==> config.mk <==
export PLATFORM = sky130hd
export DESIGN_NAME = cfg_space
export DESIGN_NICKNAME = d
export VERILOG_FILES = /design/src/logic/cfg_space_pkg.sv /design/src/logic/cfg_space.sv
export VERILOG_INCLUDE_DIRS = /design/src /design/src/logic
export SDC_FILE = /design/constraint.sdc
export NUM_CORES = 1
export LEC_CHECK = 0
export BUFFER_PORTS_ARGS = -buffer_cell sky130_fd_sc_hd__clkbuf_2
export CAP_MARGIN = 10
export CORE_MARGIN = 8
export CORE_UTILIZATION = 52
export DETAILED_ROUTE_END_ITERATION = 8
export PLACE_DENSITY = 0.87
export SLEW_MARGIN = 20
export SYNTH_ARGS = -nofsm -noshare
export SYNTH_HDL_FRONTEND = slang
export SYNTH_SLANG_ARGS = --single-unit
==> constraint.sdc <==
create_clock -name i_mclk -period 3.6 [get_ports i_mclk]
set_clock_uncertainty 0.15 [all_clocks]
set_input_delay 0.36 -clock i_mclk [delete_from_list [all_inputs] [get_ports i_mclk]]
set_output_delay 0.36 -clock i_mclk [all_outputs]
set_load 0.03 [all_outputs]
==> src/logic/cfg_space_regs.svh <==
// constants of the two-function configuration space: offsets, fields, values
// assumes inclusion by the single configuration space module
`ifndef CFG_SPACE_REGS_SVH
`define CFG_SPACE_REGS_SVH

// address phase fields
`define CFG_FUNC_MSB 10
`define CFG_FUNC_LSB 8
`define CFG_REG_MSB 7
`define CFG_REG_LSB 2
`define CFG_TYPE0 2'h0
`define CFG_NUM_FUNC 3'h2
`define CFG_NUM_REGS 6'h10

// register byte offsets
`define OFF_IDENT 8'h00
`define OFF_STATCMD 8'h04
`define OFF_CLASSREV 8'h08
`define OFF_HDRTYPE 8'h0C
`define OFF_WINBASE 8'h10
`define OFF_INTROUTE 8'h3C

// command half: writable bits 9, 8, 6, 2, 1
`define CMD_WR_MASK 16'h0346
`define CMD_SERR_OFF 8
`define CMD_PAR_RESP 6
`define CMD_MASTER 2
`define CMD_MEM 1

// status half, bits counted from 0 within the half (word bit is 16 higher)
`define ST_DET_PAR 15
`define ST_SIG_SERR 14
`define ST_RX_MABORT 13
`define ST_RX_TABORT 12
`define ST_DATA_PAR 8
`define ST_FIXED 16'h0280
`define ST_66MHZ 16'h0020
`define ST_RR_MASK 16'hF100

// fixed codes and pin assignment
`define CLASS_F0 24'h028000
`define INT_PIN_F0 8'h01
`define INT_PIN_F1 8'h02
`define LAT_MASK 32'h0000FF00
`define LAT_MSB 15
`define LAT_LSB 8
`define LINE_MASK 32'h000000FF
`define BYTE_ZERO 8'h00

`endif

==> src/logic/cfg_space_pkg.sv <==
// types for the two-function configuration space
// assumes cfg_space_regs.svh supplies the numeric constants
package cfg_space_pkg;

    // one configuration access as seen in its address and data phase
    typedef struct packed {
        logic idsel;
        logic write;
        logic [31:0] ad;
        logic [3:0] byte_en;
        logic [31:0] wdata;
    } cfg_req_type;

    // bus events reported by the protocol logic, one set per function
    typedef struct packed {
        logic tgt_parity;
        logic serr_driven;
        logic master_abort;
        logic target_abort;
        logic perr_as_master;
    } bus_event_type;

endpackage : cfg_space_pkg

==> src/logic/cfg_space.sv <==
// configuration space of a two-function bus agent, with interrupt pins
// assumes one access request per cycle at most, synchronous to i_mclk
`timescale 1ns/100ps
`include "cfg_space_regs.svh"

module cfg_space
    import cfg_space_pkg::*;
#(
    // arbitrary identity values, not any real assignment
    parameter logic [11:0] DEV_ID_BASE = 12'hA5C,
    parameter logic [3:0] CHAN_VARIANT = 4'h8,
    parameter logic [15:0] VENDOR_ID = 16'h5A5A,
    parameter logic [7:0] REVISION_ID = 8'h01,
    parameter logic [23:0] CLASS_F1 = 24'h068000,
    parameter logic [7:0] HDR_TYPE_F0 = 8'h80,
    parameter logic [7:0] HDR_TYPE_F1 = 8'h00,
    parameter logic [15:0] GNT_LAT_F0 = 16'h0000,
    parameter bit CAP_66MHZ = 1'b1,
    parameter int WIN_F0_BITS = 20,
    parameter int WIN_F1_BITS = 20
)
(
    input wire logic i_mclk,
    input wire logic i_srst,
    input wire cfg_req_type i_req,
    input wire logic i_req_valid,
    input wire bus_event_type [1:0] i_evt,
    input wire logic i_hdlc_irq_n,
    input wire logic i_expansion_interrupt_in_n,
    output logic o_claim,
    output logic [31:0] o_rdata,
    output logic [1:0] o_mem_enable,
    output logic o_master_enable,
    output logic [1:0] o_par_resp,
    output logic [1:0] o_serr_disable,
    output logic o_inta_n,
    output logic o_intb_n
);

    if (WIN_F0_BITS < 4 || WIN_F0_BITS > 31 ||
        WIN_F1_BITS < 4 || WIN_F1_BITS > 31)
    begin : g_bad_window
        $error("window size bits out of range 4..31");
    end

    localparam logic [31:0] WIN_MASK_F0 = ~((32'h1 << WIN_F0_BITS) - 32'h1);
    localparam logic [31:0] WIN_MASK_F1 = ~((32'h1 << WIN_F1_BITS) - 32'h1);
    localparam logic [15:0] STATUS_FIXED =
        `ST_FIXED | (CAP_66MHZ ? `ST_66MHZ : 16'h0000);
    localparam logic [15:0] RR_MASK = `ST_RR_MASK;

    logic [15:0] cmd [2];
    logic [15:0] stat [2];
    logic [31:0] win_base [2];
    logic [7:0] int_line [2];
    logic [7:0] lat_timer;

    // address phase decode
    wire [2:0] func = i_req.ad[`CFG_FUNC_MSB:`CFG_FUNC_LSB];
    wire [5:0] reg_idx = i_req.ad[`CFG_REG_MSB:`CFG_REG_LSB];
    wire [7:0] offset = {reg_idx, 2'h0};
    wire f1 = func[0];
    wire type0 = i_req.ad[1:0] == `CFG_TYPE0;
    wire hit = i_req_valid && i_req.idsel && type0 && func < `CFG_NUM_FUNC;
    wire in_hdr = reg_idx < `CFG_NUM_REGS;
    wire wr = hit && i_req.write && in_hdr;
    wire [31:0] be_mask = {{8{i_req.byte_en[3]}}, {8{i_req.byte_en[2]}},
                           {8{i_req.byte_en[1]}}, {8{i_req.byte_en[0]}}};

    wire [31:0] ident = {DEV_ID_BASE, CHAN_VARIANT, VENDOR_ID};
    wire [31:0] classrev = {f1 ? CLASS_F1 : `CLASS_F0, REVISION_ID};
    wire [31:0] hdrtype = f1 ? {`BYTE_ZERO, HDR_TYPE_F1, 16'h0000}
                             : {`BYTE_ZERO, HDR_TYPE_F0, lat_timer, `BYTE_ZERO};
    wire [31:0] introute = f1 ? {16'h0000, `INT_PIN_F1, int_line[1]}
                              : {GNT_LAT_F0, `INT_PIN_F0, int_line[0]};
    // medium decode timing and fixed status bits
    wire [31:0] statcmd = {stat[f1] | STATUS_FIXED, cmd[f1]};
    wire [31:0] rd_word =
        !in_hdr ? 32'h0 :
        offset == `OFF_IDENT ? ident :
        offset == `OFF_STATCMD ? statcmd :
        offset == `OFF_CLASSREV ? classrev :
        offset == `OFF_HDRTYPE ? hdrtype :
        offset == `OFF_WINBASE ? win_base[f1] :
        offset == `OFF_INTROUTE ? introute :
        32'h0;

    // writable masks per register, byte enables folded in
    wire [31:0] cmd_m = {16'h0000, `CMD_WR_MASK} & be_mask;
    wire [31:0] rr_clr = {RR_MASK, 16'h0000} & be_mask & i_req.wdata;
    wire [31:0] lat_m = `LAT_MASK & be_mask;
    wire [31:0] line_m = `LINE_MASK & be_mask;

    // claim one clock after the request
    always_ff @(posedge i_mclk)
    begin
        if (i_srst)
        begin
            o_claim <= 1'b0;
            o_rdata <= 32'h0;
        end
        else
        begin
            o_claim <= hit;
            o_rdata <= (hit && !i_req.write) ? rd_word : 32'h0;
        end
    end

    always_ff @(posedge i_mclk)
    begin
        if (i_srst)
        begin
            lat_timer <= `BYTE_ZERO;
        end
        else if (wr && !f1 && offset == `OFF_HDRTYPE)
        begin
            lat_timer <= (lat_timer & ~lat_m[`LAT_MSB:`LAT_LSB]) |
                         (i_req.wdata[`LAT_MSB:`LAT_LSB] &
                          lat_m[`LAT_MSB:`LAT_LSB]);
        end
    end

    for (genvar f = 0; f < 2; f++)
    begin : g_func
        wire sel = wr && (f1 == (f == 1));
        wire [31:0] win_m = (f == 0 ? WIN_MASK_F0 : WIN_MASK_F1) & be_mask;
        wire [15:0] clr = (sel && offset == `OFF_STATCMD) ?
                          rr_clr[31:16] : 16'h0000;
        logic [15:0] set;
        always_comb
        begin
            set = 16'h0000;
            set[`ST_DET_PAR] = i_evt[f].tgt_parity;
            set[`ST_SIG_SERR] = i_evt[f].serr_driven;
            set[`ST_RX_MABORT] = i_evt[f].master_abort;
            set[`ST_RX_TABORT] = i_evt[f].target_abort;
            set[`ST_DATA_PAR] = i_evt[f].perr_as_master &&
                                cmd[f][`CMD_PAR_RESP];
        end

        always_ff @(posedge i_mclk)
        begin
            if (i_srst)
            begin
                cmd[f] <= 16'h0000;
                stat[f] <= 16'h0000;
                win_base[f] <= 32'h0;
                int_line[f] <= `BYTE_ZERO;
            end
            else
            begin
                stat[f] <= (stat[f] & ~clr) | set;
                if (sel && offset == `OFF_STATCMD)
                begin
                    cmd[f] <= 16'((({16'h0000, cmd[f]} & ~cmd_m) |
                                   (i_req.wdata & cmd_m)));
                end
                if (sel && offset == `OFF_WINBASE)
                begin
                    win_base[f] <= (win_base[f] & ~win_m) |
                                   (i_req.wdata & win_m);
                end
                if (sel && offset == `OFF_INTROUTE)
                begin
                    int_line[f] <= 8'((({24'h0, int_line[f]} & ~line_m) |
                                      (i_req.wdata & line_m)));
                end
            end
        end
        assign o_mem_enable[f] = cmd[f][`CMD_MEM];
        assign o_par_resp[f] = cmd[f][`CMD_PAR_RESP];
        assign o_serr_disable[f] = cmd[f][`CMD_SERR_OFF];
    end

    // master enable of the controller function
    assign o_master_enable = cmd[0][`CMD_MASTER];

    always_ff @(posedge i_mclk)
    begin
        if (i_srst)
        begin
            o_inta_n <= 1'b1;
            o_intb_n <= 1'b1;
        end
        else
        begin
            o_inta_n <= i_hdlc_irq_n;
            o_intb_n <= i_expansion_interrupt_in_n;
        end
    end

    // assertions
    wire rd_hit = hit && !i_req.write;

    property p_claim_hit;
        @(posedge i_mclk) disable iff (i_srst)
        hit |=> o_claim;
    endproperty
    a_claim_hit: assert property (p_claim_hit)
        else $error("access not claimed next clock");

    property p_bad_func;
        @(posedge i_mclk) disable iff (i_srst)
        (i_req_valid && func >= `CFG_NUM_FUNC) |=> !o_claim;
    endproperty
    a_bad_func: assert property (p_bad_func)
        else $error("claimed an absent function");

    property p_no_type1;
        @(posedge i_mclk) disable iff (i_srst)
        (i_req_valid && (i_req.ad[1:0] != `CFG_TYPE0 || !i_req.idsel))
            |=> !o_claim;
    endproperty
    a_no_type1: assert property (p_no_type1)
        else $error("claimed type 1 or unselected cycle");

    property p_beyond_zero;
        @(posedge i_mclk) disable iff (i_srst)
        (rd_hit && !in_hdr) |=> o_rdata == 32'h0;
    endproperty
    a_beyond_zero: assert property (p_beyond_zero)
        else $error("device-dependent region read nonzero");

    property p_ident_shared;
        @(posedge i_mclk) disable iff (i_srst)
        (rd_hit && offset == `OFF_IDENT)
            |=> o_rdata == {DEV_ID_BASE, CHAN_VARIANT, VENDOR_ID};
    endproperty
    a_ident_shared: assert property (p_ident_shared)
        else $error("identity word differs");

    property p_par_sets;
        @(posedge i_mclk) disable iff (i_srst)
        i_evt[0].tgt_parity |=> stat[0][`ST_DET_PAR] ##1
            (stat[0][`ST_DET_PAR] || $past(g_func[0].clr[`ST_DET_PAR]));
    endproperty
    a_par_sets: assert property (p_par_sets)
        else $error("target parity flag not set");

    property p_rr_keep;
        @(posedge i_mclk) disable iff (i_srst)
        (wr && !f1 && offset == `OFF_STATCMD && i_req.wdata[31:16] == 16'h0)
            |=> stat[0] == ($past(stat[0]) | $past(g_func[0].set));
    endproperty
    a_rr_keep: assert property (p_rr_keep)
        else $error("zero write disturbed a flag");

    property p_data_par_gate;
        @(posedge i_mclk) disable iff (i_srst)
        (!stat[0][`ST_DATA_PAR] && !cmd[0][`CMD_PAR_RESP])
            |=> !stat[0][`ST_DATA_PAR];
    endproperty
    a_data_par_gate: assert property (p_data_par_gate)
        else $error("data parity flag set with response off");

    property p_reset_clear;
        @(posedge i_mclk)
        i_srst |=> cmd[0] == 16'h0 && cmd[1] == 16'h0 &&
                   !o_master_enable && o_mem_enable == 2'b00;
    endproperty
    a_reset_clear: assert property (p_reset_clear)
        else $error("writable bits not cleared by reset");

    property p_int_pins;
        @(posedge i_mclk) disable iff (i_srst)
        ##1 o_intb_n == $past(i_expansion_interrupt_in_n) &&
            o_inta_n == $past(i_hdlc_irq_n);
    endproperty
    a_int_pins: assert property (p_int_pins)
        else $error("interrupt pin mismatch");

endmodule : cfg_space

## Word level (Yosys, flattened, before mapping)

Memory sizes are Yosys's and may differ from the RTL's.
Cells that the tools add are included.

- Bits in registers: 43
- Memory bits (writable): 144
- Input bits: 85
- Output and inout port bits: 42
- Word-level logic and storage cells: 121
- Memories: 4

Memory list:

| name | depth | bits a word | read ports | clocked after memory_dff | write ports | line | text |
|---|---|---|---|---|---|---|---|
| win_base | 2 | 32 | 3 | 0 | 2 | cfg_space.sv:54 | `logic [31:0] win_base [2];` |
| cmd | 2 | 16 | 3 | 0 | 2 | cfg_space.sv:52 | `logic [15:0] cmd [2];` |
| stat | 2 | 16 | 3 | 0 | 2 | cfg_space.sv:53 | `logic [15:0] stat [2];` |
| int_line | 2 | 8 | 2 | 0 | 2 | cfg_space.sv:55 | `logic [7:0] int_line [2];` |

- $lt $le $gt $ge: 2
- Equality and inequality tests: 5
- Muxes and demuxes: 40
- Bitwise operators: 40
- Reduce and logical (&&, ||, !) cells: 24

Operators with widths:

| kind | count |
|---|---|
| two-way mux 32 bit | 7 |
| bitwise AND 32 bit | 4 |
| two-way mux 16 bit | 6 |
| bitwise AND 16 bit | 4 |
| bitwise OR 16 bit | 4 |
| bitwise OR 32 bit | 2 |
| bitwise AND 8 bit | 5 |
| NOT 16 bit | 2 |
| NOT 32 bit | 1 |
| two-way mux 24 bit | 1 |
| bitwise OR 8 bit | 3 |
| two-way mux 1 bit | 21 |
| two-way mux 10 bit | 2 |
| two-way mux 19 bit | 1 |
| logical AND 1 bit | 18 |
| bitwise AND 16 x 10 -> 16 bit | 1 |
| two-way mux 8 bit | 2 |
| NOT 10 -> 16 bit | 1 |
| NOT 8 bit | 2 |
| equality test 6 x 2 -> 1 bit (second input constant) | 2 |
| logical NOT 8 bit | 1 |
| bitwise OR 1 bit | 8 |
| equality test 6 x 1 -> 1 bit (second input constant) | 1 |
| equality test 6 x 3 -> 1 bit (second input constant) | 1 |
| other kinds (8) | 11 |

## Logic depth before layout (Yosys ltp)

Gate-level depths: netlist (run 1).

- Word-level depth: 12
- Depth in mapped cells: 7

## Worst setup path after synthesis (run 1)

OpenSTA, ideal clock, no wires.

- Kind: input port to flip-flop
- Start: in i_req[40] in the netlist's numbering
- End: mem int_line[1][0] (enable)
- Setup time: 0.313 ns
- Arrival: 1.644 ns
- Data required time: 3.137 ns
- Path slack: 1.494 ns
- Stages on the path: 5
- Path through: clkbuf_1 > nand2_1 > nor4_1 > buf_2 > a31o_2

RTL lines:

| what | line | text |
|---|---|---|
| start: declaration | cfg_space.sv:25 | `input wire cfg_req_type i_req,` |
| end: declaration | cfg_space.sv:55 |  |

## Worst setup path in the final report (run 1)

- Start: in i_req[37] in the netlist's numbering
- End: reg o_rdata[10]

- Word-level cells in the longest chain between the ends: 6

Ends and longest elaborated chain:

| what | line | text |
|---|---|---|
| logical NOT 2 bit (no line) | -- |  |
| logical AND 1 bit | cfg_space.sv:64 | `` wire hit = i_req_valid && i_req.idsel && type0 && func < `CFG_NUM_FUNC; `` |
| logical AND 1 bit (no line) | -- |  |
| logical AND 1 bit | cfg_space.sv:105 | `o_rdata <= (hit && !i_req.write) ? rd_word : 32'h0;` |
| NOT 1 bit (no line) | -- |  |
| OR reduction 4 bit (no line) | -- |  |
| end signal: assignment | cfg_space.sv:105 |  |
| end: declaration | cfg_space.sv:31 | `output logic [31:0] o_rdata,` |

No other way between the ends.
A chain may end at the register's enable or synchronous reset.

==> results.toml, run 1 <==
[floorplanning]
rows = 34
die-area_um2 = 12070
initial_core_util_pct = 53.03
die_x_um = 109.8
core_area_um2 = 8636
ioPinCount = 127
die_h_um = 109.8

[synth]
ys.flop_type = "edfxtp_1"
syn_avg_cell_area_um2 = 9.999
syn_inst = 458
synthTopCellsByArea = "edfxtp_1 33%, dfxtp_1 22%, a21oi_1 9.1%"
synth_top_area_cell = "edfxtp_1"
ys_seq_area_share_pct = 54.64
synth_warnings = 0
yosys_register_bits = 100
synthesis.area_um2 = 4579
synth.most_common_cell = "a21oi_1"
postSynth.asyncResetShare_pct = 0
synth_edf_count = 50
yosys-top-cells-count = "83 x a21oi_1, 51 x nand2b_1, 50 x dfxtp_1, 50 x edfxtp_1, 39 x nand2_1"
ys_types = 44
yosys.area.top_type_share_pct = 32.79

[clocking]
cts.sinks = 100
clock_path_buffers = 2
htree_levels = 3
holdBufCountCts = 0
worstSkewPairLatency_ns = 0.37
clkTransAtPathRegs_ns = 0.09
cts_setup_buffers = 0
tritoncts = "yes"
cts_resized = 0
root_buffer = "clkbuf_8"
cts_inserted_buffers = 9

[global_routing]
grt_pass1_wl_um = 18730
grt_pass1_vias = 3842
gr-total-overflow = 0
grtUsageTotal_pct = 19.97
grt_max_degree = 31
antenna_found_initial = 0

[pwr]
p_per_area_nw_per_um2 = 394.1
seq_power_share_pct = 60.0
clkPwrFrac_pct = 31.2
p_sw_uw = 516.1
swShare_pct = 25.07
ir_worst_vdd_v = 0.0002356
p_int_uw = 1543
combPwrFrac_pct = 8.9
p_leak_uw = 0.002042

[routing]
avgViaCountPerCell = 5.835
drt_first_pass_iters = 5
wl_per_cell_um = 18.51
finalWirelength_um = 11980
drc = 0
vias = 3775
drt_iter0_drc = 325
ant_nets = 0

[timing]
setup_viol = 0
fmaxAchievable_mhz = 408.8
period_share_pct = 67.94
period_needed_ns = 2.446
maxSlewHeadroom_pct = 54.52
hold_viol = 0
rsz0062_at_grt = "no"
drv_slew = 0
setup_tns_ns = 0
tightest_slew_ns = 0.6727

[placement]
port-buffer-count = 98
globalplace.congestion = 0.8462
hpwl_um = 8598
dp.cells = 631

[final_layout]
drive_above_1_share_pct = 27.46
num-fill-cells = 737
nets = 619
seqCellArea_um2 = 2502
multiInputGateArea_um2 = 1867
diodes = 0
area_growth_syn_to_layout_pct = 14.07
instances_no_fill = 647

[min_path]
hp-class = "in -> reg"

[critical_path]
cp.required_ns = 3.76
start_kind = "input pin"
crit_arrival_ns = 2.60
slowest_delay_ns = 0.58
crit_type = "in -> reg"
slowest_stage = "nand4b_1"
cp-end-kind = "register"
cp_max_fo = 11
crit_chain = "clkbuf_2 > nor4_2 > nand4b_1 > buf_4 > a21oi_1 > and3_1"

[job]
drv_cap = 0

[run_status]
status = "finished clean"
layout by cell type (no fill, tap or decap), types with 7 or more instances in the layout:
master | Yosys | routed
clkbuf_2 | 0 | 98
nand2_1 | 39 | 39
nand3_1 | 17 | 17
nand2b_1 | 51 | 51
clkbuf_8 | 0 | 9
inv_1 | 10 | 10
dfxtp_1 | 50 | 50
nor2_1 | 13 | 13
a21oi_1 | 83 | 83
a22oi_1 | 8 | 8
mux2_2 | 23 | 23
o21ai_0 | 14 | 14
and3_1 | 7 | 7
edfxtp_1 | 50 | 50
o21ai_1 | 8 | 8
metrics by stage:
stage	setup WS [ns]	hold slack, ns	power (uW)	area [um^2]	utilization (%)
floorplan	1.494	0.2849	1375	4587	-
global placement	0.9765	0.2981	1432	5055	58.53
detailed placement	0.8403	0.3067	1440	5055	58.53
CTS	1.191	0.02060	2058	5224	60.49
global route	1.091	0.02970	2127	5224	60.49
finish	1.154	0.02124	2059	5224	60.49
layer usage:
layer / routed length [um] / track usage (%) / vias to the layer above
met5: 0 / 0 / -
met4: 328 / 10.90 / 0
met3: 1179 / 3.634 / 30
met2: 5784 / 32.96 / 226
met1: 4683 / 24.19 / 1741
li1: - / - / 1778
logic make-up after synthesis:
kind of cell | count (synthesis) | share of synthesized area, %
simple gates | 158 | 19.07
flops | 100 | 54.64
other cells | 1 | 0.08189
buf+inv | 48 | 4.891
mux | 27 | 6.530
compound gates | 124 | 14.78
registers in the layout, indices dropped and copies added (netlist names), named ones only:
signal,flops
int_line,16
o_rdata,29
o_inta_n,1
stat,10
win_base,24
o_claim,1
o_intb_n,1
cmd,10
final timing paths:
| path | startpoint | to | slack (ns) | cells past startpoint |
|---|---|---|---|---|
| max | i_req[37] | o_rdata[10] | 1.15 | 6 |
| min | i_hdlc_irq_n | o_inta_n | 0.02 | 2 |
| max reg2reg | win_base[1][25] | o_rdata[25] | 2.26 | 4 |
| min reg2reg | register | o_rdata[12] | 0.31 | 2 |
final cells by class:
| cell class | count | share of cell area, % |
|---|---|---|
| timing repair buffer | 101 | 9.820 |
| clock buffer | 10 | 2.443 |
| inverter | 10 | 0.7186 |
| tap | 108 | 2.587 |
| sequential | 100 | 47.90 |
| multi-input combinational | 312 | 35.74 |
| clock inverter | 6 | 0.7904 |
critical path: cells and delay by family:
kind	cells	cell delay (ns)
AND/OR/NAND/NOR	3	1.32
buffers and inverters	2	0.47
AO/OA/AOI/OAI	1	0.45
power groups by stage:
stage                     Combinational [uW]  Clock (uW)  Sequential, uW
after global routing                     198         691            1240
after floorplan                          117           0            1260
after global placement                   174           0            1260
final                                    183         642            1230
after detailed placement                 179           0            1260
after CTS                                181         643            1230
Power figures use the tool's default switching activity.
==> inputs of run 2 (changes only) <==
Settings changed: ABC_AREA from default to 1, CORE_UTILIZATION 52 to 47, PLACE_DENSITY 0.87 to 0.84.
Clock period 3.6 ns to 2.1 ns, I/O delays scaled along.
==> results.toml, run 2 <==
[synth]
ys.flop_type = "edfxtp_1"
synth.most_common_cell = "nand2_1"
yosys.area.top_type_share_pct = 32.45
synth_warnings = 0
synth_top_area_cell = "edfxtp_1"
syn_avg_cell_area_um2 = 8.292
synth_edf_count = 50
yosys-top-cells-count = "125 x nand2_1, 91 x nor2_1, 75 x a21oi_1"
ys_seq_area_share_pct = 54.08
ys_types = 31
synthTopCellsByArea = "edfxtp_1 32%, dfxtp_1 22%, nand2_1 10%"
syn_inst = 558
yosys_register_bits = 100
postSynth.asyncResetShare_pct = 0
synthesis.area_um2 = 4627

[final_layout]
top_regs = "o_rdata x29, win_base x24, int_line x16"
largest_register_ffs = 29
nets = 762
drive_above_1_share_pct = 23.17
largest_register = "o_rdata"
num-fill-cells = 806
final_cell_mix = "125 x nand2_1, 98 x clkbuf_2, 91 x nor2_1, 75 x a21oi_1, 53 x inv_1"
layout_commonest_cell = "nand2_1"
diodes = 0
area_growth_syn_to_layout_pct = 22.55

[routing]
drc = 0
vias = 4274
avgViaCountPerCell = 5.244
wl_per_cell_um = 15.13
ant_nets = 0
drt_iter0_drc = 373
finalWirelength_um = 12330
drt_first_pass_iters = 5

[run_status]
violations = "negative hold slack"
status = "complete, but fails checks"

[floorplanning]
die_x_um = 115.2
die-area_um2 = 13280
rows = 36
core_area_um2 = 9684
die_h_um = 115.2
initial_core_util_pct = 47.78
ioPinCount = 127

[critical_path]
cp_max_fo = 19
cp-end-kind = "register"
start_kind = "input pin"
crit_type = "in -> reg"
cp.required_ns = 2.01
crit_arrival_ns = 1.59

[clocking]
cts.sinks = 100
clkTransAtPathRegs_ns = 0.10
worstSkewPairLatency_ns = 0.37
root_buffer = "clkbuf_8"
htree_levels = 3
clock_path_buffers = 2
cts_setup_buffers = 0
cts_inserted_buffers = 9
tritoncts = "yes"

[global_routing]
antenna_found_initial = 0
gr-total-overflow = 0
grt_pass1_wl_um = 20100
grtUsageTotal_pct = 19.22
grt_pass1_vias = 4273
grt_max_degree = 24

[pwr]
combPwrFrac_pct = 9.3
seq_power_share_pct = 55.7
ir_worst_vdd_v = 0.0003528
swShare_pct = 23.63
p_leak_uw = 0.002625
p_sw_uw = 898.9
p_int_uw = 2905
p_per_area_nw_per_um2 = 670.8
power_uw = 3804
clkPwrFrac_pct = 35.0

[timing]
period_needed_ns = 1.675
maxSlewHeadroom_pct = 55.38
period_share_pct = 79.78
rsz0062_at_grt = "no"
setup_tns_ns = 0
tightest_slew_ns = 0.6623
fmaxAchievable_mhz = 596.9
hold_slack_ns = -0.002041
drv_slew = 0
hold_viol = 1
setup_viol = 0

[placement]
globalplace.congestion = 0.8392
port-buffer-count = 98
hpwl_um = 8993

[job]
drv_cap = 0

[min_path]
hp-class = "in -> reg"
-- run 2: cell count changes after synthesis, sizes merged, moves of 6 or more --
cell    delta
a21oi      -8
a22oi      -6
and3       -7
clkbuf    -10
inv       +47
mux2      -23
nand2     +88
nand2b    -51
nand4     +13
nor2      +83
-- run 2: power groups by stage --
stage	Sequential (uW)	Clock (uW)	Combinational (uW)
floorplan	2160	0	200
global placement	2160	0	310
detailed placement	2160	0	319
CTS	2120	1340	349
global route	2120	1440	391
finish	2120	1330	353
-- run 2: routing by layer --
layer	GRT usage [%]	vias up	share of wire (%)
met4	9.807	0	3.1
li1	-	2055	-
met2	32.39	208	48
met3	3.782	34	8.6
met1	22.84	1977	41
met5	0	-	0
-- run 2: final timing paths --
| check | startpoint | cells after the start | endpoint | slack [ns] |
|---|---|---|---|---|
| max reg2reg | win_base[1][29] | 5 | o_rdata[29] | 0.81 |
| min | i_srst | 2 | stat[0][15] | -0.002 |
| min reg2reg | register | 2 | o_rdata[10] | 0.30 |
| max | i_req[43] | 8 | win_base[0][24] | 0.42 |
-- run 2: stage by stage --
stage | instance area [um^2] | worst slack, ns | util [%] | cells | hold slack (ns)
CTS | 5670 | 0.4607 | 58.55 | 815 | 0.003813
floorplan | 4634 | 0.004420 | - | 560 | 0.1638
global placement | 5263 | 0.07789 | 54.34 | 780 | 0.2475
detailed placement | 5263 | 0.07207 | 54.34 | 780 | 0.2551
finish | 5670 | 0.4247 | 58.55 | 815 | -0.002041
global route | 5670 | 0.2006 | 58.55 | 815 | 0.02249
-- run 2: final cells by class --
class | count | area (um^2) | area share [%]
clock buffer | 11 | 131.4 | 2.317
clock inverter | 5 | 86.33 | 1.523
inverter | 58 | 217.7 | 3.839
multi-input combinational | 371 | 1735 | 30.60
sequential | 100 | 2502 | 44.13
tap | 133 | 166.4 | 2.935
timing repair buffer | 137 | 830.8 | 14.65
-- run 2: logic make-up (layout without fill, tap and decap cells) --
kind of cell	Yosys count	in the layout	synth area share, %
DFF	100	100	54.08
other	1	3	0.08105
AOI/OAI and AO/OA	104	104	11.79
buffers and inverters	89	211	8.572
and+or+nand+nor	264	264	25.47
-- run 2: timing repair --
action | in CTS | in global routing
gates resized for setup | 0 | 0
hold buffers | 19 | 0
endpoints found under the hold margin | 19 | 0
-- run 2: worst max-delay path, cell delays in order --
cell and delay, ns:
clkbuf_2 0.10, nor2_4 0.16, nand2_1 0.09, nor2_1 0.21, buf_4 0.30, nand2_1 0.13, o21ai_1 0.14, buf_4 0.23
